[src/shared/cfg_load_pkg.sv]
// Constants and types shared by the configuration loader
package cfg_load_pkg;
	localparam int CFG_BITS = 160;
	localparam int NUM_OUTPUTS = 9;
	localparam int CLK_MHZ = 50;
	localparam int SETTLE_MS = 10;
	localparam int SETTLE_CYCLES = SETTLE_MS * 1000 * CLK_MHZ;
	localparam logic [CFG_BITS-1:0] CFG_RESET = {CFG_BITS{1'b0}};
	typedef enum logic [1:0] {OUT_REFERENCE, OUT_SETTLING, OUT_PROGRAMMED} out_mode_e;
endpackage

[src/design/pin_sync.sv]
// Two-flop synchroniser for a group of pins
module pin_sync #(
	parameter int WIDTH = 4
) (
	input wire logic clk,
	input wire logic rst,
	input wire logic [WIDTH-1:0] din,
	output logic [WIDTH-1:0] dout
);
	logic [WIDTH-1:0] meta_reg;
	logic [WIDTH-1:0] sync_reg;

	always_ff @(posedge clk) begin
		if (rst) begin
			meta_reg <= '0;
			sync_reg <= '0;
		end else begin
			meta_reg <= din;
			sync_reg <= meta_reg;
		end
	end

	assign dout = sync_reg;
endmodule

[src/design/serial_config_load_port.sv]
// Three-wire configuration loader with transparent latch and output gating
// Contract
// - Each shift clock pulse moves the serial data line into the shift register by one bit.
// - After 160 bits the host raises the strobe and the shift register is copied into the latch.
// - Outputs carry the new frequencies no sooner than 10 ms after the latch changes.
// - The latch is transparent while the strobe is high, so shifts then reach CONFIG_WORD at once.
// - A low power-down input clears POWERED_UP and tri-states all output clocks; loading goes on.
// - Until a word is loaded, all nine outputs carry the reference clock while power-down is high.
// - Programmed frequencies appear only after the strobe and the settling wait, while power-down is high.
module serial_config_load_port
	import cfg_load_pkg::*;
#(
	parameter int SETTLE_COUNT = SETTLE_CYCLES
) (
	// Clock and reset
	input wire logic REF_CLK,
	input wire logic RESET,
	// Programming pins
	input wire logic SHIFT_CLK,
	input wire logic SERIAL_DATA,
	input wire logic STROBE,
	input wire logic POWER_DOWN_TRISTATE_N,
	// Shared reference clock and synthesised clock sources, one per output
	input wire logic REF_IN,
	input wire logic [cfg_load_pkg::NUM_OUTPUTS-1:0] SYNTH_CLK,
	// Output clocks
	output logic [cfg_load_pkg::NUM_OUTPUTS-1:0] CLK_OUT,
	output logic [cfg_load_pkg::NUM_OUTPUTS-1:0] CLK_OUT_OE,
	// Configuration to the synthesiser
	output logic [cfg_load_pkg::CFG_BITS-1:0] CONFIG_WORD,
	output logic CONFIG_VALID,
	output logic POWERED_UP
);
	import cfg_load_pkg::*;

	// ----------------------------------------------------------------
	// Elaboration checks
	// ----------------------------------------------------------------
	// A zero wait would let new settings reach the outputs unsettled
	if (SETTLE_COUNT < 1) begin : g_settle_check
		$error("SETTLE_COUNT must be at least one");
	end

	localparam int CNT_W = $clog2(SETTLE_COUNT + 1);
	localparam logic [CNT_W-1:0] CNT_ZERO = '0;
	localparam logic [CNT_W-1:0] CNT_LOAD = CNT_W'(SETTLE_COUNT);

	// ----------------------------------------------------------------
	// Pin synchronisation
	// ----------------------------------------------------------------
	logic [3:0] pins_sync;
	logic sclk_s, sdata_s, strobe_s, pd_n_s;

	// Shift clock high and low phases need more than one REF_CLK cycle each to be seen
	pin_sync #(.WIDTH(4)) u_sync (
		.clk(REF_CLK),
		.rst(RESET),
		.din({SHIFT_CLK, SERIAL_DATA, STROBE, POWER_DOWN_TRISTATE_N}),
		.dout(pins_sync)
	);

	assign {sclk_s, sdata_s, strobe_s, pd_n_s} = pins_sync;

	// ----------------------------------------------------------------
	// State
	// ----------------------------------------------------------------
	typedef struct packed {
		logic sclk_prev;
		logic [CFG_BITS-1:0] shift;
		logic shift_seen;
		logic [CFG_BITS-1:0] latch;
		logic loaded;
		out_mode_e mode;
		logic [CNT_W-1:0] settle;
		logic [NUM_OUTPUTS-1:0] clk_out;
		logic [NUM_OUTPUTS-1:0] clk_oe;
		logic powered;
	} state_s;

	state_s st_reg, st_next;
	logic sclk_rise;
	logic restart;
	logic [CFG_BITS-1:0] shifted;

	always_comb begin
		st_next = st_reg;
		restart = 1'b0;
		sclk_rise = sclk_s && !st_reg.sclk_prev;
		shifted = {st_reg.shift[CFG_BITS-2:0], sdata_s};
		st_next.sclk_prev = sclk_s;
		st_next.powered = pd_n_s;
		if (sclk_rise) begin
			st_next.shift = shifted;
			st_next.shift_seen = 1'b1;
		end
		// Transparent latch: follows the shift register while strobe is high
		if (strobe_s) begin
			st_next.latch = sclk_rise ? shifted : st_reg.shift;
			// A strobe held by its pull-up with nothing shifted keeps the reference outputs
			if (st_next.shift_seen && (st_next.latch != st_reg.latch || !st_reg.loaded)) begin
				restart = 1'b1;
				st_next.loaded = 1'b1;
				st_next.mode = OUT_SETTLING;
				st_next.settle = CNT_LOAD;
			end
		end
		case (st_reg.mode)
			OUT_REFERENCE: ;
			OUT_SETTLING: begin
				// Transparency re-arms the wait on every change; settling ends at zero
				if (!restart) begin
					if (st_reg.settle != CNT_ZERO)
						st_next.settle = st_reg.settle - 1'b1;
					else
						st_next.mode = OUT_PROGRAMMED;
				end
			end
			OUT_PROGRAMMED: ;
			default: st_next.mode = OUT_REFERENCE;
		endcase
		// Reference clock until programmed frequencies have settled
		// Forwarded clocks are resampled on REF_CLK, so their edges land on its grid
		for (int i = 0; i < NUM_OUTPUTS; i++) begin
			st_next.clk_out[i] = (st_reg.mode == OUT_PROGRAMMED) ? SYNTH_CLK[i] : REF_IN;
		end
		// Power-down wins over every mode and stops outputs
		if (!pd_n_s) begin
			st_next.clk_out = '0;
			st_next.clk_oe = '0;
		end else begin
			st_next.clk_oe = '1;
		end
	end

	always_ff @(posedge REF_CLK) begin
		if (RESET) begin
			st_reg <= '{sclk_prev: 1'b0, shift: CFG_RESET, shift_seen: 1'b0, latch: CFG_RESET, loaded: 1'b0,
				mode: OUT_REFERENCE, settle: CNT_ZERO, clk_out: '0, clk_oe: '0, powered: 1'b0};
		end else begin
			st_reg <= st_next;
		end
	end

	// ----------------------------------------------------------------
	// Outputs
	// ----------------------------------------------------------------
	assign CLK_OUT = st_reg.clk_out;
	assign CLK_OUT_OE = st_reg.clk_oe;
	assign CONFIG_WORD = st_reg.latch;
	assign CONFIG_VALID = st_reg.loaded;
	assign POWERED_UP = st_reg.powered;
endmodule

[config.mk]
export PLATFORM = sky130hd
export DESIGN_NAME = serial_config_load_port
export DESIGN_NICKNAME = d
export VERILOG_FILES = /design/src/shared/cfg_load_pkg.sv /design/src/design/pin_sync.sv /design/src/design/serial_config_load_port.sv
export SDC_FILE = /design/constraint.sdc
export NUM_CORES = 1
export LEC_CHECK = 0
export ABC_AREA = 1
export BUFFER_PORTS_ARGS = -buffer_cell sky130_fd_sc_hd__clkbuf_2
export CAP_MARGIN = 15
export CORE_ASPECT_RATIO = 1.4
export CORE_MARGIN = 2
export CORE_UTILIZATION = 35
export CTS_CLUSTER_SIZE = 8
export DETAILED_ROUTE_END_ITERATION = 6
export RECOVER_POWER = 100
export SLEW_MARGIN = 25
export SYNTH_ARGS = -nofsm -noshare
export SYNTH_HDL_FRONTEND = slang
export SYNTH_HIERARCHICAL = 1
export SYNTH_SLANG_ARGS = --single-unit
[constraint.sdc]
create_clock -name REF_CLK -period 2.25 [get_ports REF_CLK]
set_clock_uncertainty 0.1 [all_clocks]
set_input_delay 0.675 -clock REF_CLK [delete_from_list [all_inputs] [get_ports REF_CLK]]
set_output_delay 0.675 -clock REF_CLK [all_outputs]
set_load 0.01 [all_outputs]
== After elaboration in Yosys (flattened, before gate mapping) ==
Index checks and enable logic that the tools add are counted.

* Bits in registers: 371
* Word-level logic and storage cells: 48

* $add $sub $neg: 1
* Eq/ne operators: 3
* Muxes and demuxes: 21
* Bitwise gates (word level): 1
* Reductions and logical operators: 10

{| class="wikitable"
|+ Operator list
! kind !! count
|-
| 160-bit 2-to-1 mux || 1
|-
| 160-bit inequality test || 1
|-
| 21-bit 2-to-1 mux || 3
|-
| 19-bit 2-to-1 mux || 2
|-
| 19-bit nonzero test || 1
|-
| 19-bit by 1-bit subtractor with 19-bit output, second input constant || 1
|-
| 1-bit 2-to-1 mux || 12
|-
| 9-bit 2-to-1 mux || 1
|-
| 2-bit one-hot mux with 2 select lines || 1
|-
| 2-bit OR reduction || 2
|-
| 2-bit by 1-bit equality test with 1-bit output, second input constant || 1
|-
| 2-bit equality test, second input constant || 1
|-
| 1-bit logical AND || 2
|-
| 1-bit logical NOT || 2
|-
| 2-bit logical NOT || 1
|-
| 2-bit 2-to-1 mux || 1
|-
| 2-bit AND reduction || 1
|-
| 1-bit logical OR || 1
|-
| 1-bit inverter || 1
|}

== Depth between registers and ports, before layout ==
* Word-level depth: 11
* Gate-level depth with buffers: 20

== Modules after synthesis ==
The synthesis kept the hierarchy.

{| class="wikitable"
|+ Modules (own cells, without submodules)
! module !! times used !! cells an instance !! area each (um^2) !! seq. area each (um^2)
|-
| serial_config_load_port || 1 || 2,857 || 18,561.6 || 7,086.8
|-
| pin_sync || 1 || 25 || 231.5 || 160.2
|}

== Worst setup path after synthesis ==
OpenSTA, ideal clock, no wires.

* Path type: reg-to-reg
* Start point: reg u_sync.sync_reg[3] (netlist: u_sync/dout[3])
* End point: reg st_reg[20] (netlist bit)
* Arrival time: 1,892 ps
* Data required time: 2,088 ps
* Setup slack: 196 ps
* Cell stages (with the launch flop): 17
* Path buffers: 4
* Period minus slack after synthesis: 2,054 ps
* Cell sequence: dfxtp_1 -> buf_4 -> nand2_4 -> buf_4 -> buf_2 -> o21ai_0 -> nand2_1 -> a21oi_1 -> nand3_1 -> nor2_1 -> nand2_1 -> nor2_1 -> nand3_1 -> nand2_1 -> nand2_1 -> buf_6 -> nor2_2

* Word-level cells in the longest chain between the ends: 10
* Elaborated cells on any way between the ends: 13
* Those cells by class: eq/ne (1); mux (9); reduce/logical (3)

{| class="wikitable"
|+ RTL lines
! item !! RTL line !! RTL
|-
| start: declaration || pin_sync.sv:11 || <nowiki>logic [WIDTH-1:0] sync_reg;</nowiki>
|-
| start signal: assignment || pin_sync.sv:19 || <nowiki>sync_reg <= meta_reg;</nowiki>
|-
| 1-bit logical AND (*) || serial_config_load_port.sv:88 || <nowiki>sclk_rise = sclk_s && !st_reg.sclk_prev;</nowiki>
|-
| 160-bit 2-to-1 mux || serial_config_load_port.sv:98 || <nowiki>st_next.latch = sclk_rise ? shifted : st_reg.shift;</nowiki>
|-
| 160-bit inequality test || serial_config_load_port.sv:100 || <nowiki>if (st_next.shift_seen && (st_next.latch != st_reg.latch || !st_reg.loaded)) begin</nowiki>
|-
| 1-bit logical OR || serial_config_load_port.sv:100 ||
|-
| 1-bit logical AND (*) || serial_config_load_port.sv:100 ||
|-
| 21-bit 2-to-1 mux || serial_config_load_port.sv:100 ||
|-
| 21-bit 2-to-1 mux || serial_config_load_port.sv:97 || <nowiki>if (strobe_s) begin</nowiki>
|-
| 19-bit 2-to-1 mux || serial_config_load_port.sv:112 || <nowiki>if (st_reg.settle != CNT_ZERO)</nowiki>
|-
| 21-bit 2-to-1 mux || serial_config_load_port.sv:111 || <nowiki>if (!restart) begin</nowiki>
|-
| 19-bit 2-to-1 mux (*) || serial_config_load_port.sv:107 || <nowiki>case (st_reg.mode)</nowiki>
|-
| end signal: assignment || serial_config_load_port.sv:137 || <nowiki>st_reg <= '{sclk_prev: 1'b0, shift: CFG_RESET, shift_seen: 1'b0, latch: CFG_RESET, loaded: 1'b0,</nowiki>
|-
| end signal: assignment || serial_config_load_port.sv:140 || <nowiki>st_reg <= st_next;</nowiki>
|-
| end: declaration || serial_config_load_port.sv:80 || <nowiki>state_s st_reg, st_next;</nowiki>
|}

Every way passes the cells marked *; elsewhere a longest branch is shown, timed or not.
A chain may end at the register's enable or synchronous reset.

== Final worst setup path ==
* Start point: reg st_reg[362] (netlist bit)
* End point: reg st_reg[34] (netlist bit)

* Word-level cells in the longest chain between the ends: 11
* Elaborated cells on any way between the ends: 14
* Those cells by class: eq/ne (1); mux (9); reduce/logical (4)

{| class="wikitable"
|+ RTL lines
! item !! RTL line
|-
| 1-bit logical NOT (*) || serial_config_load_port.sv:88
|-
| 1-bit logical AND (*) || serial_config_load_port.sv:88
|-
| 160-bit 2-to-1 mux || serial_config_load_port.sv:98
|-
| 160-bit inequality test || serial_config_load_port.sv:100
|-
| 1-bit logical OR || serial_config_load_port.sv:100
|-
| 1-bit logical AND (*) || serial_config_load_port.sv:100
|-
| 21-bit 2-to-1 mux || serial_config_load_port.sv:100
|-
| 21-bit 2-to-1 mux || serial_config_load_port.sv:97
|-
| 19-bit 2-to-1 mux || serial_config_load_port.sv:112
|-
| 21-bit 2-to-1 mux || serial_config_load_port.sv:111
|-
| 19-bit 2-to-1 mux (*) || serial_config_load_port.sv:107
|}

Marks and branches as above.

==> out/metrics.cfg <==
[status]
status=finished, violations left
violations=negative setup slack

[clocking]
cts_sinks=362
clkLatencyLatePin_ps=590
cts_tree=built
numCtsBuffers=51
cts-root-buf=clkbuf_16
hold_buffers=0
cts.clk_slew.worst_paths_ps=50
cts_buffer_depth=3
h-tree-depth=2

[synthesis]
yosysWarningCount=6
netlist_instances=2882
synth_top_cell_area_share=0.386
synth.top_cells.by_count=nand2_1, inv_1, dfxtp_1
synth-seq-cells=362
syn_area_mm2=0.0188
synth-async-reset-ratio=0
synth_top_cell_by_area=dfxtp_1
synthMuxAreaShare=0
synth-simple-area-share=0.281
ys_top_cells_by_area=dfxtp_1, nand2_1, inv_1, buf_4, nand3_1
synth_most_common_cell=nand2_1
synth_edf_count=0
synth_cell_types=27
ys_seq_area_frac=0.386
synthesis.nets=2900
synth_xor_area_frac=0.00932
synthFlopType=dfxtp_1
avgSynthCellArea_um2=6.52
synthAdderAreaFrac=0.00133
synth_compound_area_frac=0.127
synth_top_family_by_area=simple AND/OR/NAND/NOR gates

[critical_path]
critical_path.cell_chain=buf_6, nor2_4, buf_12, buf_12, buf_12, buf_12, nand2_4, nand3_2, nand4_1, nor2_2, nand2_1, nor2_1, nand2_2, nor2_4, nand3_4, nand2_4, buf_2, a21oi_1
r2r-end=st_reg[34]
required_ps=2580
cp_max_fo=7
worst_path_max_delay_cell=dfxtp_4
crit_path_end_kind=register
path_class=register to register
cpMostUsedCell=buf_12
timing.rr.start=st_reg[362]
reg2reg_depth=18
crit_arrival_ps=2990
max_stage_delay_ps=360
r2r_setup_slack_ps=-400
startpoint_type=register

[global_routing]
antenna_found_initial=0
grt_remaining_overflow=0
grt_usage=0.188
grt_pass1_wl_um=83500
grt_max_degree=133
grt_pass1_vias=16200

[timing]
slew_viol_final=0
setup_tns_ps=-8240
hold_viol_final=0
fin_crit_sh=1.18
min_period_ps=2650
rsz0062_at_grt=true
timing.fmax_ghz=0.377
fin_ws_ps=-403
setup_viol=22
slew_headroom=0.517
worst_pin_slew_ps=725
worst_hold_slack_ps=211

[final_layout]
design_area_mm2=0.0234
largest_reg_flops=160
post_route_cells_drive_above_1_share=0.206
num_antenna_cells=0
nets=3116
fin_cells=3817
finish.utilization=0.439
syn_to_final_growth_pct=24.3

[place]
dp_hpwl_um=34800
post_dp_cell_area_mm2=0.0208
io_buffer_count=195
gp_congestion=0.784
dp.cells=3717

[worst_hold_path]
whs_path_depth=3
hold_end=u_sync/meta_reg[2]
min-delay-start=SERIAL_DATA
hp-class=primary input to register

[power]
pwr-share-seq=0.435
switching_share=0.268
power.density_mw_per_mm2=677
power_frac_comb=0.131
ir_drop_mv=0.566
p_switching_mw=4.24
clkPwrFrac=0.434
leakage_nw=11.8
p_int_mw=11.6

[route]
dr.pass1.iters=7
routed-via-count=17400
viasPerCell=4.57
wl_per_cell_um=14.0
wl_um=53300
drc=0
ant_nets=0
drtIter0Drc=777

[floorplan]
die_area_mm2=0.0556
num_rows=100
start_util=0.353
io_pins=196
die_h_um=278
core_area_mm2=0.0532
die_w_um=200

[flow_run]
maxCapViolCount=0

==> cell families (layout without fill, tap and decap cells) <==
kind of cell,Yosys count,count (layout)
xor gates and xnor gates,20,20
and+or+nand+nor,1283,1285
AOI/OAI and AO/OA,449,449
buffers and inverters,766,985
DFF,362,362
adders and majority gates,2,2
==> power by group through the flow <==
stage	clock network, mW	logic (mW)	registers [mW]
after detailed placement	0	1.85	7.01
after global routing	7.35	2.33	6.90
after global placement	0	1.84	7.01
final	6.87	2.07	6.88
after floorplan	0	1.38	6.91
after CTS	7.11	2.01	6.88
==> layout make-up <==
| cell class | instances | area [um2] |
|---|---|---|
| clock buffers | 54 | 1310 |
| clock inverters | 4 | 35.0 |
| fillers | 5524 | 29800 |
| inverters | 456 | 1730 |
| multi-input cells | 1756 | 8270 |
| flip-flops and latches | 362 | 7260 |
| well taps | 714 | 893 |
| repair buffers | 471 | 3880 |
==> critical path, delay by kind of cell, from the launching register on <==
family                 cells  cell delay, ps
flip-flops                 1             360
buffers and inverters      6             840
AO/OA/AOI/OAI              1              80
AND/OR/NAND/NOR           11            1080
==> placed cells by master, fill, tap and decap left out, types with 53 or more instances in the layout <==
cell type,n
dfxtp_1,359
o21ai_0,138
buf_4,209
inv_1,449
clkbuf_2,194
a21oi_1,201
o211ai_1,53
nand2_1,774
clkbuf_16,58
nor2_1,172
nand3_1,200
==> metrics by stage <==
stage | worst slack [ps] | total power [mW]
after floorplan | 196 | 8.29
after global placement | -440 | 8.85
after detailed placement | -475 | 8.86
after CTS | -391 | 16.0
after global routing | -507 | 16.6
final | -403 | 15.8
==> what timing repair did <==
item / in CTS / in global routing
endpoints found under the hold margin: 0 / 0
endpoints found under the setup margin: 22 / 22
gates resized for setup: 76 / 93
pin swaps: 37 / 43
buffers inserted: 21 / 8
cloned: 11 / 7
==> per-layer routing <==
layer  track usage  vias up  share of wire  wire length, um
li1              -     9215              -                -
met1         0.222     7843           0.42            22600
met2         0.343      297           0.50            26600
met3        0.0336       84          0.047             2500
met4        0.0555        0          0.028             1510
met5             0        -              0                0
==> worst max-delay path by stage <==
stage	to	cells past startpoint	startpoint	slack, ps
after floorplan	st_reg[20]	16	u_sync/dout[3]	200
after global placement	st_reg[19]	20	st_reg[362]	-440
after detailed placement	st_reg[34]	19	st_reg[362]	-470
after CTS	st_reg[19]	21	u_sync/dout[3]	-390
after global routing	st_reg[21]	19	st_reg[362]	-510
final	st_reg[34]	18	st_reg[362]	-400
No activity file was read; power rests on OpenSTA's default activity.
